<file path="config.mk">
export PLATFORM = sky130hd
export DESIGN_NAME = mcc_multi_codec_ctrl
export DESIGN_NICKNAME = d
export VERILOG_FILES = /design/src/verilog/mcc_pkg.sv /design/src/verilog/mcc_stream_if.sv /design/src/verilog/mcc_fifo.sv /design/src/verilog/mcc_link_sync.sv /design/src/verilog/mcc_multi_codec_ctrl.sv
export SDC_FILE = /design/constraint.sdc
export NUM_CORES = 1
export LEC_CHECK = 0
export ABC_AREA = 1
export BUFFER_PORTS_ARGS = -buffer_cell sky130_fd_sc_hd__buf_4
export CAP_MARGIN = 40
export CORE_MARGIN = 2
export CORE_UTILIZATION = 38
export DETAILED_ROUTE_END_ITERATION = 10
export GPL_ROUTABILITY_DRIVEN = 0
export PLACE_DENSITY_LB_ADDON = 0.08
export RECOVER_POWER = 25
export REMOVE_ABC_BUFFERS = 1
export SYNTH_ARGS = -nofsm -noshare
export SYNTH_HDL_FRONTEND = slang
export SYNTH_SLANG_ARGS = --single-unit
</file>
<file path="constraint.sdc">
create_clock -name clk_sys_in -period 3.9 [get_ports clk_sys_in]
set_input_delay 0.585 -clock clk_sys_in [delete_from_list [all_inputs] [get_ports clk_sys_in]]
set_output_delay 0.585 -clock clk_sys_in [all_outputs]
set_load 0.01 [all_outputs]
</file>
<file path="src/verilog/mcc_pkg.sv">
package mcc_pkg;

  localparam int CLK_HZ = 20_000_000;
  localparam int COLD_RESET_NS = 1000;
  localparam int COLD_RESET_CYC =
    (COLD_RESET_NS * (CLK_HZ / 1_000_000) + 999) / 1000;
  localparam logic [4:0] COLD_RESET_LAST = 5'(COLD_RESET_CYC - 1);
  localparam logic [4:0] LOW_CNT_MAX = 5'h1F;

  localparam int SAMPLE_W = 20;
  localparam int FIFO_DEPTH = 4;
  localparam int NUM_CODECS = 2;

  // frame layout: tag slot of 16 bits, then 12 slots of 20 bits
  localparam logic [3:0] LAST_SLOT = 4'hC;
  localparam logic [4:0] TAG_LAST_BIT = 5'h0F;
  localparam logic [4:0] SLOT_LAST_BIT = 5'h13;
  localparam logic [8:0] FRAME_BITS = 9'h100;
  localparam int READY_BIT = 15;
  localparam int REQ_HI = 11;
  localparam int REQ_LO = 2;

  // slot masks: bit 11 is slot 1, bit 0 is slot 12
  localparam logic [11:0] SLOTS_NONE = 12'h000;
  localparam logic [11:0] SLOTS_2CH = 12'h300;
  localparam logic [11:0] SLOTS_4CH = 12'h330;
  localparam logic [11:0] SLOTS_6CH = 12'h378;

  typedef enum logic [1:0] {
    MCC_CH2 = 2'h0,
    MCC_CH4 = 2'h1,
    MCC_CH6 = 2'h3
  } mcc_chan_e;

  typedef enum logic [1:0] {
    MCC_NO_CODEC = 2'h0,
    MCC_AUDIO_ONLY = 2'h1,
    MCC_MODEM_ONLY = 2'h2,
    MCC_AUDIO_MODEM_COMBO = 2'h3
  } mcc_codec_e;

  typedef enum logic [1:0] {
    MCC_ST_COLD = 2'h0,
    MCC_ST_WAIT = 2'h1,
    MCC_ST_RUN = 2'h3
  } mcc_link_e;

  function automatic logic [11:0] mode_slots(input mcc_chan_e mode);
    unique case (mode)
      MCC_CH2: mode_slots = SLOTS_2CH;
      MCC_CH4: mode_slots = SLOTS_4CH;
      MCC_CH6: mode_slots = SLOTS_6CH;
      default: mode_slots = SLOTS_2CH;
    endcase
  endfunction : mode_slots

  function automatic logic pair_ok(input mcc_codec_e prim,
                                   input mcc_codec_e sec);
    unique case (prim)
      MCC_NO_CODEC: pair_ok = 1'b0;
      MCC_AUDIO_ONLY: pair_ok = 1'b1;
      MCC_MODEM_ONLY: pair_ok = (sec == MCC_NO_CODEC);
      MCC_AUDIO_MODEM_COMBO:
        pair_ok = (sec == MCC_NO_CODEC) || (sec == MCC_AUDIO_ONLY);
    endcase
  endfunction : pair_ok

  function automatic logic slot_sent(input logic [11:0] mask,
                                     input logic [3:0] slot);
    slot_sent = (slot == 4'h0) ? 1'b0 : mask[4'(LAST_SLOT - slot)];
  endfunction : slot_sent

endpackage : mcc_pkg

</file>
<file path="src/verilog/mcc_stream_if.sv">
`timescale 1ns/10ps
interface mcc_stream_if;
  import mcc_pkg::*;
  logic valid;
  logic ready;
  logic [SAMPLE_W-1:0] data;
  modport src (output valid, output data, input ready);
  modport snk (input valid, input data, output ready);
endinterface : mcc_stream_if
</file>
<file path="src/verilog/mcc_fifo.sv">
`timescale 1ns/10ps
module mcc_fifo #(
  parameter int WIDTH = 20,
  parameter int DEPTH = 4
) (
  input wire logic clk_sys_in,
  input wire logic rst_n_in,
  input wire logic wr_valid_in,
  output logic wr_ready_out,
  input wire logic [WIDTH-1:0] wr_data_in,
  mcc_stream_if.src rd
);
  localparam int AW = $clog2(DEPTH);
  localparam logic [AW-1:0] PTR_LAST = AW'(DEPTH - 1);
  localparam logic [AW:0] CNT_FULL = (AW+1)'(DEPTH);

  logic [WIDTH-1:0] mem [DEPTH];
  logic [AW-1:0] wr_ptr;
  logic [AW-1:0] rd_ptr;
  logic [AW:0] count;
  logic [AW:0] next_count;
  logic wr_fire;
  logic rd_fire;

  assign wr_fire = wr_valid_in && wr_ready_out;
  assign rd_fire = rd.valid && rd.ready;
  assign rd.valid = (count != '0);
  assign rd.data = mem[rd_ptr];

  always_comb begin
    next_count = count;
    if (wr_fire && !rd_fire) next_count = count + 1'b1;
    if (rd_fire && !wr_fire) next_count = count - 1'b1;
  end

  // storage has no reset: contents are only read behind a valid count
  always_ff @(posedge clk_sys_in) begin
    if (wr_fire) mem[wr_ptr] <= wr_data_in;
  end

  always_ff @(posedge clk_sys_in or negedge rst_n_in) begin
    if (!rst_n_in) begin
      wr_ptr <= '0;
      rd_ptr <= '0;
      count <= '0;
      wr_ready_out <= 1'b0;
    end else begin
      if (wr_fire) wr_ptr <= (wr_ptr == PTR_LAST) ? '0 : wr_ptr + 1'b1;
      if (rd_fire) rd_ptr <= (rd_ptr == PTR_LAST) ? '0 : rd_ptr + 1'b1;
      count <= next_count;
      wr_ready_out <= (next_count != CNT_FULL);
    end
  end
endmodule : mcc_fifo

</file>
<file path="src/verilog/mcc_link_sync.sv">
`timescale 1ns/10ps
module mcc_link_sync (
  input wire logic clk_sys_in,
  input wire logic rst_n_in,
  input wire logic bit_clk_in,
  input wire logic [1:0] serial_in,
  input wire logic strap_in,
  output logic bclk_rise_out,
  output logic bclk_fall_out,
  output logic [1:0] serial_out,
  output logic strap_out
);
  logic [3:0] raw;
  logic [3:0] meta;
  logic [3:0] stable;
  logic bclk_last;

  assign raw = {strap_in, serial_in, bit_clk_in};

  // all pins share one latency so serial data stays aligned to clock edges
  for (genvar i = 0; i < 4; i++) begin : g_sync
    always_ff @(posedge clk_sys_in or negedge rst_n_in) begin
      if (!rst_n_in) begin
        meta[i] <= 1'b0;
        stable[i] <= 1'b0;
      end else begin
        meta[i] <= raw[i];
        stable[i] <= meta[i];
      end
    end
  end

  always_ff @(posedge clk_sys_in or negedge rst_n_in) begin
    if (!rst_n_in) bclk_last <= 1'b0;
    else bclk_last <= stable[0];
  end

  assign bclk_rise_out = stable[0] && !bclk_last;
  assign bclk_fall_out = !stable[0] && bclk_last;
  assign serial_out = stable[2:1];
  assign strap_out = stable[3];
endmodule : mcc_link_sync

</file>
<file path="src/verilog/mcc_multi_codec_ctrl.sv">
// How it works
// RULE_01 - in 4 or 6 channel mode, send slot data only once all codecs request
// RULE_02 - two codecs run together on one link for surround output
// RULE_03 - both codecs share sample rate and compatible buffer depth
// RULE_04 - strap low keeps the on-board codec enabled as primary
// RULE_05 - strap high holds on-board codecs in reset; riser codecs lead (code still takes the primary from serial line 0)
// RULE_06 - never more than two codecs enabled on the link
// RULE_07 - strap level is readable by firmware on a general input pin
// RULE_08 - only the allowed primary and secondary codec pairings are enabled
// RULE_09 - controller drives the active-low link reset to the codecs
// RULE_10 - riser codec uses a serial input line not taken on board
// RULE_11 - every frame carries twelve outgoing and twelve incoming slots
// RULE_12 - on-board codec reset is link reset gated by the inverted strap
`timescale 1ns/10ps
module mcc_multi_codec_ctrl (
  input wire logic clk_sys_in,
  input wire logic rst_n_in,
  input wire logic bit_clk_in,
  input wire logic [1:0] serial_in_in,
  input wire logic onboard_codec_disable_n_in,
  input wire mcc_pkg::mcc_chan_e chan_mode_in,
  input wire mcc_pkg::mcc_codec_e primary_type_in,
  input wire mcc_pkg::mcc_codec_e secondary_type_in,
  input wire logic cold_reset_in,
  input wire logic sample_valid_in,
  output logic sample_ready_out,
  input wire logic [mcc_pkg::SAMPLE_W-1:0] sample_data_in,
  output logic link_sync_out,
  output logic link_data_out,
  output logic link_reset_n_out,
  output logic onboard_codec_reset_n_out,
  output logic general_input_pin_out,
  output logic secondary_enable_out,
  output logic config_valid_out,
  output logic [1:0] codec_ready_out,
  output logic underrun_out
);
  import mcc_pkg::*;

  logic bclk_rise;
  logic bclk_fall;
  logic [1:0] serial_bit;
  logic strap;
  mcc_link_e state;
  logic [4:0] cold_cnt;
  logic [3:0] slot_idx;
  logic [4:0] slot_bit;
  logic [3:0] next_slot;
  logic [11:0] send_mask;
  logic [11:0] eff_mask;
  logic [11:0] need_req;
  logic [11:0] next_mask;
  logic [SAMPLE_W-1:0] shift;
  logic [SAMPLE_W-1:0] load_word;
  logic [11:0] req [NUM_CODECS];
  logic [SAMPLE_W-1:0] in_shift [NUM_CODECS];
  logic cfg_ok;
  logic sec_on;
  logic multi;
  logic all_req;
  logic running;
  logic frame_start;
  logic slot_load;

  mcc_stream_if stream ();

  mcc_link_sync u_sync (
    .clk_sys_in(clk_sys_in),
    .rst_n_in(rst_n_in),
    .bit_clk_in(bit_clk_in),
    .serial_in(serial_in_in),
    .strap_in(onboard_codec_disable_n_in),
    .bclk_rise_out(bclk_rise),
    .bclk_fall_out(bclk_fall),
    .serial_out(serial_bit),
    .strap_out(strap)
  );

  mcc_fifo #(
    .WIDTH(SAMPLE_W),
    .DEPTH(FIFO_DEPTH)
  ) u_fifo (
    .clk_sys_in(clk_sys_in),
    .rst_n_in(rst_n_in),
    .wr_valid_in(sample_valid_in),
    .wr_ready_out(sample_ready_out),
    .wr_data_in(sample_data_in),
    .rd(stream.src)
  );

  // codec pairing; primary always sits on serial line 0, secondary on 1
  assign cfg_ok = pair_ok(primary_type_in, secondary_type_in); // RULE_08
  assign sec_on = cfg_ok && (secondary_type_in != MCC_NO_CODEC); // RULE_06
  // unmapped mode codes fall back to 2 channels and need no secondary
  assign multi = sec_on &&
                 (chan_mode_in == MCC_CH4 || chan_mode_in == MCC_CH6); // RULE_02
  assign eff_mask = !cfg_ok ? SLOTS_NONE :
                    (multi ? mode_slots(chan_mode_in) : SLOTS_2CH);
  // a slot is ready only when every codec taking part asked for it
  assign need_req = multi ? (req[0] & req[1]) : req[0]; // RULE_01
  assign all_req = ((eff_mask & ~need_req) == SLOTS_NONE); // RULE_01
  assign next_mask = all_req ? eff_mask : SLOTS_NONE; // RULE_01

  assign running = (state == MCC_ST_RUN);
  assign next_slot = (slot_idx == LAST_SLOT) ? 4'h0 : slot_idx + 4'h1;
  assign slot_load = bclk_rise && running && (slot_bit == 5'h00);
  assign frame_start = slot_load && (next_slot == 4'h0);
  assign stream.ready = slot_load && slot_sent(send_mask, next_slot);

  always_comb begin
    load_word = '0;
    if (next_slot == 4'h0) load_word = {(|next_mask), next_mask, 7'h00};
    else if (stream.ready && stream.valid) load_word = stream.data;
  end

  // link reset sequencing
  always_ff @(posedge clk_sys_in or negedge rst_n_in) begin
    if (!rst_n_in) begin
      state <= MCC_ST_COLD;
    end else begin
      unique case (state)
        MCC_ST_COLD: begin
          if (cold_cnt == COLD_RESET_LAST) state <= MCC_ST_WAIT;
        end
        MCC_ST_WAIT: begin
          if (cold_reset_in) state <= MCC_ST_COLD;
          else if (bclk_rise) state <= MCC_ST_RUN;
        end
        MCC_ST_RUN: begin
          if (cold_reset_in) state <= MCC_ST_COLD;
        end
        default: state <= MCC_ST_COLD;
      endcase
    end
  end

  always_ff @(posedge clk_sys_in or negedge rst_n_in) begin
    if (!rst_n_in) cold_cnt <= 5'h00;
    else if (state == MCC_ST_COLD) cold_cnt <= cold_cnt + 5'h01;
    else cold_cnt <= 5'h00;
  end

  always_ff @(posedge clk_sys_in or negedge rst_n_in) begin
    if (!rst_n_in) begin
      link_reset_n_out <= 1'b0;
      onboard_codec_reset_n_out <= 1'b0;
      general_input_pin_out <= 1'b0;
      secondary_enable_out <= 1'b0;
      config_valid_out <= 1'b0;
    end else begin
      link_reset_n_out <= (state != MCC_ST_COLD); // RULE_09
      // strap high keeps on-board parts in reset whatever the link does
      onboard_codec_reset_n_out <= (state != MCC_ST_COLD) && !strap; // RULE_04 RULE_05 RULE_12
      general_input_pin_out <= strap; // RULE_07
      secondary_enable_out <= sec_on; // RULE_06
      config_valid_out <= cfg_ok; // RULE_08
    end
  end

  // slot position, moved on each rising link clock edge
  always_ff @(posedge clk_sys_in or negedge rst_n_in) begin
    if (!rst_n_in) begin
      slot_idx <= LAST_SLOT;
      slot_bit <= 5'h00;
    end else if (!running) begin
      slot_idx <= LAST_SLOT;
      slot_bit <= 5'h00;
    end else if (slot_load) begin
      slot_idx <= next_slot; // RULE_11
      slot_bit <= (next_slot == 4'h0) ? TAG_LAST_BIT : SLOT_LAST_BIT; // RULE_11
    end else if (bclk_rise) begin
      slot_bit <= slot_bit - 5'h01;
    end
  end

  // the slot choice is frozen per frame so tag bits match the data sent
  always_ff @(posedge clk_sys_in or negedge rst_n_in) begin
    if (!rst_n_in) send_mask <= SLOTS_NONE;
    else if (!running) send_mask <= SLOTS_NONE;
    else if (frame_start) send_mask <= next_mask; // RULE_01
  end

  always_ff @(posedge clk_sys_in or negedge rst_n_in) begin
    if (!rst_n_in) begin
      shift <= '0;
      link_data_out <= 1'b0;
      link_sync_out <= 1'b0;
      underrun_out <= 1'b0;
    end else begin
      underrun_out <= stream.ready && !stream.valid;
      if (!running) begin
        shift <= '0;
        link_data_out <= 1'b0;
        link_sync_out <= 1'b0;
      end else if (slot_load) begin
        shift <= load_word;
        link_data_out <= load_word[SAMPLE_W-1];
        link_sync_out <= (next_slot == 4'h0); // RULE_11
      end else if (bclk_rise) begin
        shift <= {shift[SAMPLE_W-2:0], 1'b0};
        link_data_out <= shift[SAMPLE_W-2];
      end
    end
  end

  // incoming slots sampled on falling edges, one capture per codec line
  for (genvar k = 0; k < NUM_CODECS; k++) begin : g_codec_in
    logic [SAMPLE_W-1:0] cap;
    assign cap = {in_shift[k][SAMPLE_W-2:0], serial_bit[k]};
    always_ff @(posedge clk_sys_in or negedge rst_n_in) begin
      if (!rst_n_in) begin
        in_shift[k] <= '0;
        codec_ready_out[k] <= 1'b0;
        req[k] <= SLOTS_NONE;
      end else if (!running) begin
        in_shift[k] <= '0;
        codec_ready_out[k] <= 1'b0;
        req[k] <= SLOTS_NONE;
      end else if (bclk_fall) begin
        in_shift[k] <= cap;
        // codecs answer one bit behind sync, so each field lands a bit late
        if (slot_bit == SLOT_LAST_BIT && slot_idx == 4'h1) begin
          codec_ready_out[k] <= cap[READY_BIT];
        end
        // requests are active low on the wire
        if (slot_bit == SLOT_LAST_BIT && slot_idx == 4'h2) begin
          req[k] <= codec_ready_out[k] ?
                    {2'b00, ~cap[REQ_HI:REQ_LO]} : SLOTS_NONE; // RULE_01
        end
      end
    end
  end

  // helper counters for the checks below
  logic [8:0] rise_cnt;
  logic [4:0] low_cnt;

  always_ff @(posedge clk_sys_in or negedge rst_n_in) begin
    if (!rst_n_in) rise_cnt <= 9'h000;
    else if (!running) rise_cnt <= 9'h000;
    else if (frame_start) rise_cnt <= 9'h001;
    else if (bclk_rise && rise_cnt != 9'h000) rise_cnt <= rise_cnt + 9'h001;
  end

  always_ff @(posedge clk_sys_in or negedge rst_n_in) begin
    if (!rst_n_in) low_cnt <= 5'h00;
    else if (link_reset_n_out) low_cnt <= 5'h00;
    else if (low_cnt != LOW_CNT_MAX) low_cnt <= low_cnt + 5'h01;
  end
endmodule : mcc_multi_codec_ctrl

</file>
* Word level (Yosys, flattened, before mapping)
Memories as Yosys holds them, arrays and structs flattened.
Index checks and enable logic that the tools add are counted.
** Word-level totals
- Output and inout port bits :: 11
- Memories :: 1
- Bits in writable memories :: 80
- Bits in registers :: 128
** Memories
- u_fifo.mem :: depth 4, width 20, read ports 1, clocked after memory_dff 0, write ports 1, line mcc_fifo.sv:17 : logic [WIDTH-1:0] mem [DEPTH];
** Operators by class
- Order comparisons :: 1
- Add/subtract/negate cells :: 8
- Multiplexer cells :: 58
- Reduce and logical (&&, ||, !) cells :: 37
- Equality and inequality tests :: 25
- Bitwise logic cells :: 5
** Operators by type and width (number)
- $mux 12 :: 12
- $mux 15 :: 4
- $mux 19 :: 3
- $mux 20 :: 2
- $mux 5 :: 5
- $and 12x12->12 :: 2
- $mux 10 :: 2
- $not 10->10 :: 2
- $logic_and 1x1->1 :: 16
- $mux 1 :: 15
- $pmux 7 s2 :: 1
- $eq 2x2->1 const B :: 6
- $logic_not 12->1 :: 1
- $mux 2 :: 6
- $mux 4 :: 3
- $not 12->12 :: 1
- $reduce_or 12->1 :: 1
- $eq 5x5->1 const B :: 2
- $eq 2x1->1 const B :: 4
- $ne 2x1->1 const B :: 4
- $logic_not 1->1 :: 6
- $logic_not 2->1 :: 3
- $mux 3 :: 2
- $ne 2x2->1 const B :: 3
- other kinds (23) :: 28

* Depth between registers and ports, before layout
- Depth after elaboration :: 14
- Depth in mapped cells :: 17
- Gate-level depth less buffers :: 17

* Cells and area by module
Synthesis repeated with hierarchy kept, for this count alone.
** Unflattened totals
- Cell total of the unflattened synthesis :: 779
- Area total of the unflattened synthesis :: 8061.5 um^2
** By module, submodules not included
- mcc_multi_codec_ctrl :: sequential area each 2254.7 um^2, area an instance 4317.9 um^2, cells each 506, instances 1
- mcc_fifo :: sequential area each 2602.5 um^2, area an instance 3488.3 um^2, cells each 258, instances 1
- mcc_link_sync :: sequential area each 225.2 um^2, area an instance 255.2 um^2, cells each 15, instances 1

* Least setup slack after synthesis
OpenSTA, ideal clock, no wires.
- Kind :: reg2reg
- Start :: register slot_idx[0]
- End :: register u_fifo.wr_ready_out
- Arrival time :: 2288 ps
- Period minus slack after synthesis :: 2412 ps
- Cell stages (with the launch flop) :: 17
- Setup slack :: 1488 ps
- Buffers on the path :: 0
- Setup time :: 124 ps
- Required time :: 3776 ps
- Path through :: dfrtp_1 > inv_1 > ha_1 > nand2_1 > nand2_1 > ha_1 > or2_2 > nand2_1 > nand2_1 > nand3_2 > nand4_4 > nand2_4 > nand2_1 > nand2_1 > nand2_2 > nor2_1 > nand2_1
** On the way
- Cells in the longest elaborated chain, start to end :: 13
** RTL lines
- start: declaration :: line mcc_multi_codec_ctrl.sv:46 : logic [3:0] slot_idx;
- start signal: assignment :: line mcc_multi_codec_ctrl.sv:169 : slot_idx <= next_slot;
- $add 4x1->4 / $eq 4x4->1 (equally long branches) :: line mcc_multi_codec_ctrl.sv:105 : assign next_slot = (slot_idx == LAST_SLOT) ? 4'h0 : slot_idx + 4'h1;
- $mux 4 (*) :: line mcc_multi_codec_ctrl.sv:105
- $sub 4x4->4 :: line mcc_pkg.sv:70 : slot_sent = (slot == 4'h0) ? 1'b0 : mask[4'(LAST_SLOT - slot)];
- $bmux 1 s4 :: line mcc_pkg.sv:70
- $mux 1 (not written as such) :: line mcc_pkg.sv:70
- $mux 1 (*) :: line mcc_pkg.sv:70
- $logic_and 1x1->1 (*) :: line mcc_multi_codec_ctrl.sv:108 : assign stream.ready = slot_load && slot_sent(send_mask, next_slot);
- $logic_and 1x1->1 (*) :: line mcc_fifo.sv:26 : assign rd_fire = rd.valid && rd.ready;
- $logic_not 1->1 :: line mcc_fifo.sv:32 : if (wr_fire && !rd_fire) next_count = count + 1'b1;
- $logic_and 1x1->1 :: line mcc_fifo.sv:32
- $mux 3 :: line mcc_fifo.sv:32
- $mux 3 (*) :: line mcc_fifo.sv:33 : if (rd_fire && !wr_fire) next_count = count - 1'b1;
- via u_fifo.next_count[1] :: line mcc_fifo.sv:21 : logic [AW:0] next_count;
- $ne 3x3->1 (*) :: line mcc_fifo.sv:51 : wr_ready_out <= (next_count != CNT_FULL);
- end signal: assignment :: line mcc_fifo.sv:51
- end: declaration :: line mcc_fifo.sv:9 : output logic wr_ready_out,
Mark *: on every way through the listed nets, which the timed path passes. The rest lies on a longest branch. The select of a mux whose other input is x is not followed.
A chain may end at the register's enable or synchronous reset.

* Worst setup path in the final report
- Start :: register slot_idx[0]
- End :: register shift[11]
** On the way
- Cells in the longest elaborated chain, start to end :: 12
** RTL lines
- $add 4x1->4 / $eq 4x4->1 (equally long branches) :: line mcc_multi_codec_ctrl.sv:105
- $mux 4 (*) :: line mcc_multi_codec_ctrl.sv:105
- $sub 4x4->4 :: line mcc_pkg.sv:70
- $bmux 1 s4 :: line mcc_pkg.sv:70
- $mux 1 (not written as such) :: line mcc_pkg.sv:70
- $mux 1 :: line mcc_pkg.sv:70
- $logic_and 1x1->1 :: line mcc_multi_codec_ctrl.sv:108
- $logic_and 1x1->1 :: line mcc_multi_codec_ctrl.sv:113 : else if (stream.ready && stream.valid) load_word = stream.data;
- $mux 20 :: line mcc_multi_codec_ctrl.sv:113
- $mux 20 (*) :: line mcc_multi_codec_ctrl.sv:112 : if (next_slot == 4'h0) load_word = {(|next_mask), next_mask, 7'h00};
- $mux 19 (*) :: line mcc_multi_codec_ctrl.sv:195 : end else if (slot_load) begin
- $mux 19 (*) :: line mcc_multi_codec_ctrl.sv:191 : if (!running) begin
- end signal: assignment :: line mcc_multi_codec_ctrl.sv:196 : shift <= load_word;
- end signal: assignment :: line mcc_multi_codec_ctrl.sv:200 : shift <= {shift[SAMPLE_W-2:0], 1'b0};
- end: declaration :: line mcc_multi_codec_ctrl.sv:53 : logic [SAMPLE_W-1:0] shift;
Every way passes the cells marked *; elsewhere a longest branch is shown, timed or not. The select of a mux whose other input is x is not followed.

==> impl_results.md <==
* Outcome: finished, violations left
* Violated checks: capacitance limit, slew limit
* Core area at 20,200 um^2
* Die ar. at between 20,000 and 25,000 um^2
* Max frequency at ~340 MHz
* Worst-margin pin slew at around 2800 ps
* Setup ws final at between 900 and 1000 ps
* VDD IR max at between 0.2 and 0.3 mV
* Worst setup startpoint: slot_idx[0]
* Syn avg cell area at roughly 11 um^2
* FILL cells at 1,913
* Hold_buf cts at 0
* Clock root buffer: clkbuf_16
* Setup crit end kind: register
* Largest area contributor in the netlist: dfrtp_1
* Clk_lat worst skew at 430 ps
* R2R Path Start: slot_idx[0]
* H-tree depth at 4
* Starting density of the core at 0.387
* Largest net degree at the start of global routing at 57
* Post-synth top flop: dfrtp_1
* Via count at around 5,200
* Share of cells above drive strength 1 at 0.126
* CTS Buffer Depth at 2
* Number of synthesized flops with an enable pin at 80
* Post-synth top area share at 0.335
* Cell repeated most along the worst path: nand2_1
* DRT iter0 DRCs at 294
* Yosys reg bits at 187
* Yosys cell types at 49
* Fin. max-slew vios at 52
* Startpoint Class: register
* Max Cap Viol at 1
* Area contributors post-synth: dfrtp_1 34%, edfxtp_1 31%, nand2_1 6.7%
* Crit-path cells: inv_1 -> ha_1 -> nand2_1 -> nand2_1 -> ha_1 -> or2_2 -> nand2_1 -> nand2_1 -> nand3_2 -> nand4_4 -> inv_1 -> nand2_1 -> nand2_1 -> nand4_1 -> nand2_1
* Slew HR at -0.888
* Grt ovf at 0
* Reg area at between 5000 and 6000 um^2
* Pwr/cell area at ~520 nW/um^2
* Final core area utilization at 0.446
* Post-Place Worst Slack at between 900 and 1000 ps
* Clock sinks at 187
* Final Total Pwr at 4.71 mW
* IO buf count at 44
* Post-DP HPWL at 10,900 um
* 1st-pass router iterations at 5
* Kind of critical path: reg -> reg
* Hold Path Class: in -> reg
* Max stage delay on crit path at 420 ps
* # placed instances at approximately 1,000
* Min-delay src: serial_in_in[0]
* Crit-path max FO at 16
* Core Rows at between 50 and 60
* CTS tree: yes
* DIE HEIGHT at between 100 and 150 um
* Post-synthesis sequential area ratio at 0.648
* Routed WL at roughly 17,000 um
* Layout area overhead at 15.3%
* Final setup viols at 0
* CP required at about 4300 ps
* Sum Neg Setup Slack at 0 ps
* Setup repair bufs after CTS at 0
* Via density per instance at 4.95
* DRC Markers at 0
* CTS buffer count at 17
* Worst Skew at roughly 9.5 ps
* Async SR Flop Fraction at 0.572
* DRT antenna net count at 0
* Tcrit/Tclk final at 0.765
* Crit path DAT at roughly 3400 ps
* Antenna diodes at 0
* Post-cts sizing count at 0
* I/O pins at 45
* Finished Layout Cells at 1,045
* Multi-input gate area in the final layout at 2330 um^2
* Fin crit period at a little under 3000 ps
* Initial antenna violation count at 0
* Post-Synthesis Cells at 712
* Slowest-stage cell, CP: dfrtp_1
* Static Leak at between 3 and 4 nW
* First-pass GRT wire length at 27,600 um
* Clk pin slew, worst setup/hold paths at 70 ps
* R2R depth at 15
* GRT Util Overall at 0.163
* Vias in the first global route at approximately 5,400
* Hold path depth at 1
* Final net count at between 800 and 900
* Ys Warns at 0
* DIE WIDTH at ~150 um
* Fin. Hold Viols at 0
* Mapped cell area at 7840 um^2
* Average routed wire per standard cell at ~16 um
* RSZ-0062 raised after global routing: false
-- synthesized netlist by cell type (2+ instances only) --
master	count
a221oi_1	4
o221ai_1	8
xor2_1	4
dfstp_2	2
or2_2	5
nand3b_1	4
xnor2_1	2
ha_1	18
nand3_2	4
nand4_1	10
buf_2	4
o21a_1	2
a32o_1	7
o22ai_1	32
o211ai_1	5
nand2_1	139
nor2_2	2
nand3_1	49
a21oi_1	21
o21ai_2	2
clkbuf_1	18
nor3_1	2
dfrtp_1	105
edfxtp_1	80
a22oi_1	2
nand2_2	8
clkinv_1	2
o21ai_0	35
inv_1	75
nor2_1	39
nand2_4	3
a31oi_1	2
-- report_power, final --
part / switching, mW / internal, mW
Sequential: 0.0855 / 2.30
Clock: 0.740 / 0.946
Combinational: 0.430 / 0.216
-- worst max-delay path: cells and delay by family, from the launching register on --
| family | cells | cell delay, ps |
|---|---|---|
| flip-flops | 1 | 420 |
| adder cells (fa/ha/maj) | 2 | 590 |
| AND/OR/NAND/NOR | 11 | 1460 |
| buffers and inverters | 2 | 460 |
-- layout make-up --
type,instances,share of cell area
clock buffers,17,0.0471
flip-flops and latches,187,0.563
inverters,80,0.0343
multi-input cells,420,0.258
well taps,270,0.0374
clock inverters,14,0.0161
repair buffers,57,0.0440
-- kinds of logic (layout without fill, tap and decap cells) --
logic type,count (synthesis),in the layout,share of synthesized area
xor gates and xnor gates,6,6,0.00670
and+or+nand+nor,270,270,0.160
AOI/OAI and AO/OA,125,125,0.101
muxes,1,1,0.00128
adders and majority gates,18,18,0.0287
DFF,187,187,0.648
buffers and inverters,105,168,0.0536
-- state kept, by name, summed over array words and instances, names as in the netlist, 2 cells and up --
register and flops:
codec_ready_out 2, u_fifo.rd_ptr 2, u_fifo.count 3, req 12, g_codec_in.cap 30, u_sync.meta 4, slot_bit 5, u_sync.serial_out 2
shift 19, slot_idx 4, u_fifo.mem 80, cold_cnt 5, u_fifo.wr_ptr 2, send_mask 3, state 2
-- path summary, 6_finish.rpt --
kind,endpoint,slack [ps]
hold / removal,u_sync.meta[1],290
setup reg to reg,shift[11],920
hold reg to reg,u_sync.serial_out[0],350
min in group asynchronous,g_codec_in[1].cap[14],1070
max in group asynchronous,shift[3],1230
setup / recovery,shift[11],920
-- layer usage --
| metal | vias up | global-route usage | wire length (um) |
|---|---|---|---|
| met2 | 77 | 0.280 | 8430 |
| met5 | - | 0 | 0 |
| met4 | 0 | 0.0428 | 175 |
| li1 | 2545 | - | - |
| met1 | 2541 | 0.205 | 7390 |
| met3 | 12 | 0.0426 | 589 |
-- layout by cell type, fill, tap and decap left out, types with 22 or more instances in the layout --
cell type  Yosys  final
buf_4          1     28
clkbuf_1      18     22
dfrtp_1      105    105
edfxtp_1      80     80
inv_1         75     75
nand2_1      139    139
nand3_1       49     49
nor2_1        39     39
o21ai_0       35     34
o22ai_1       32     32
-- through the flow --
stage                     instance area (um^2)  hold slack [ps]
after CTS                                 9120              209
after global routing                      9030              250
after floorplan                           7730              289
after detailed placement                  8550              336
final                                     9030              286
after global placement                    8490              335
Power figures use the tool's default switching activity.
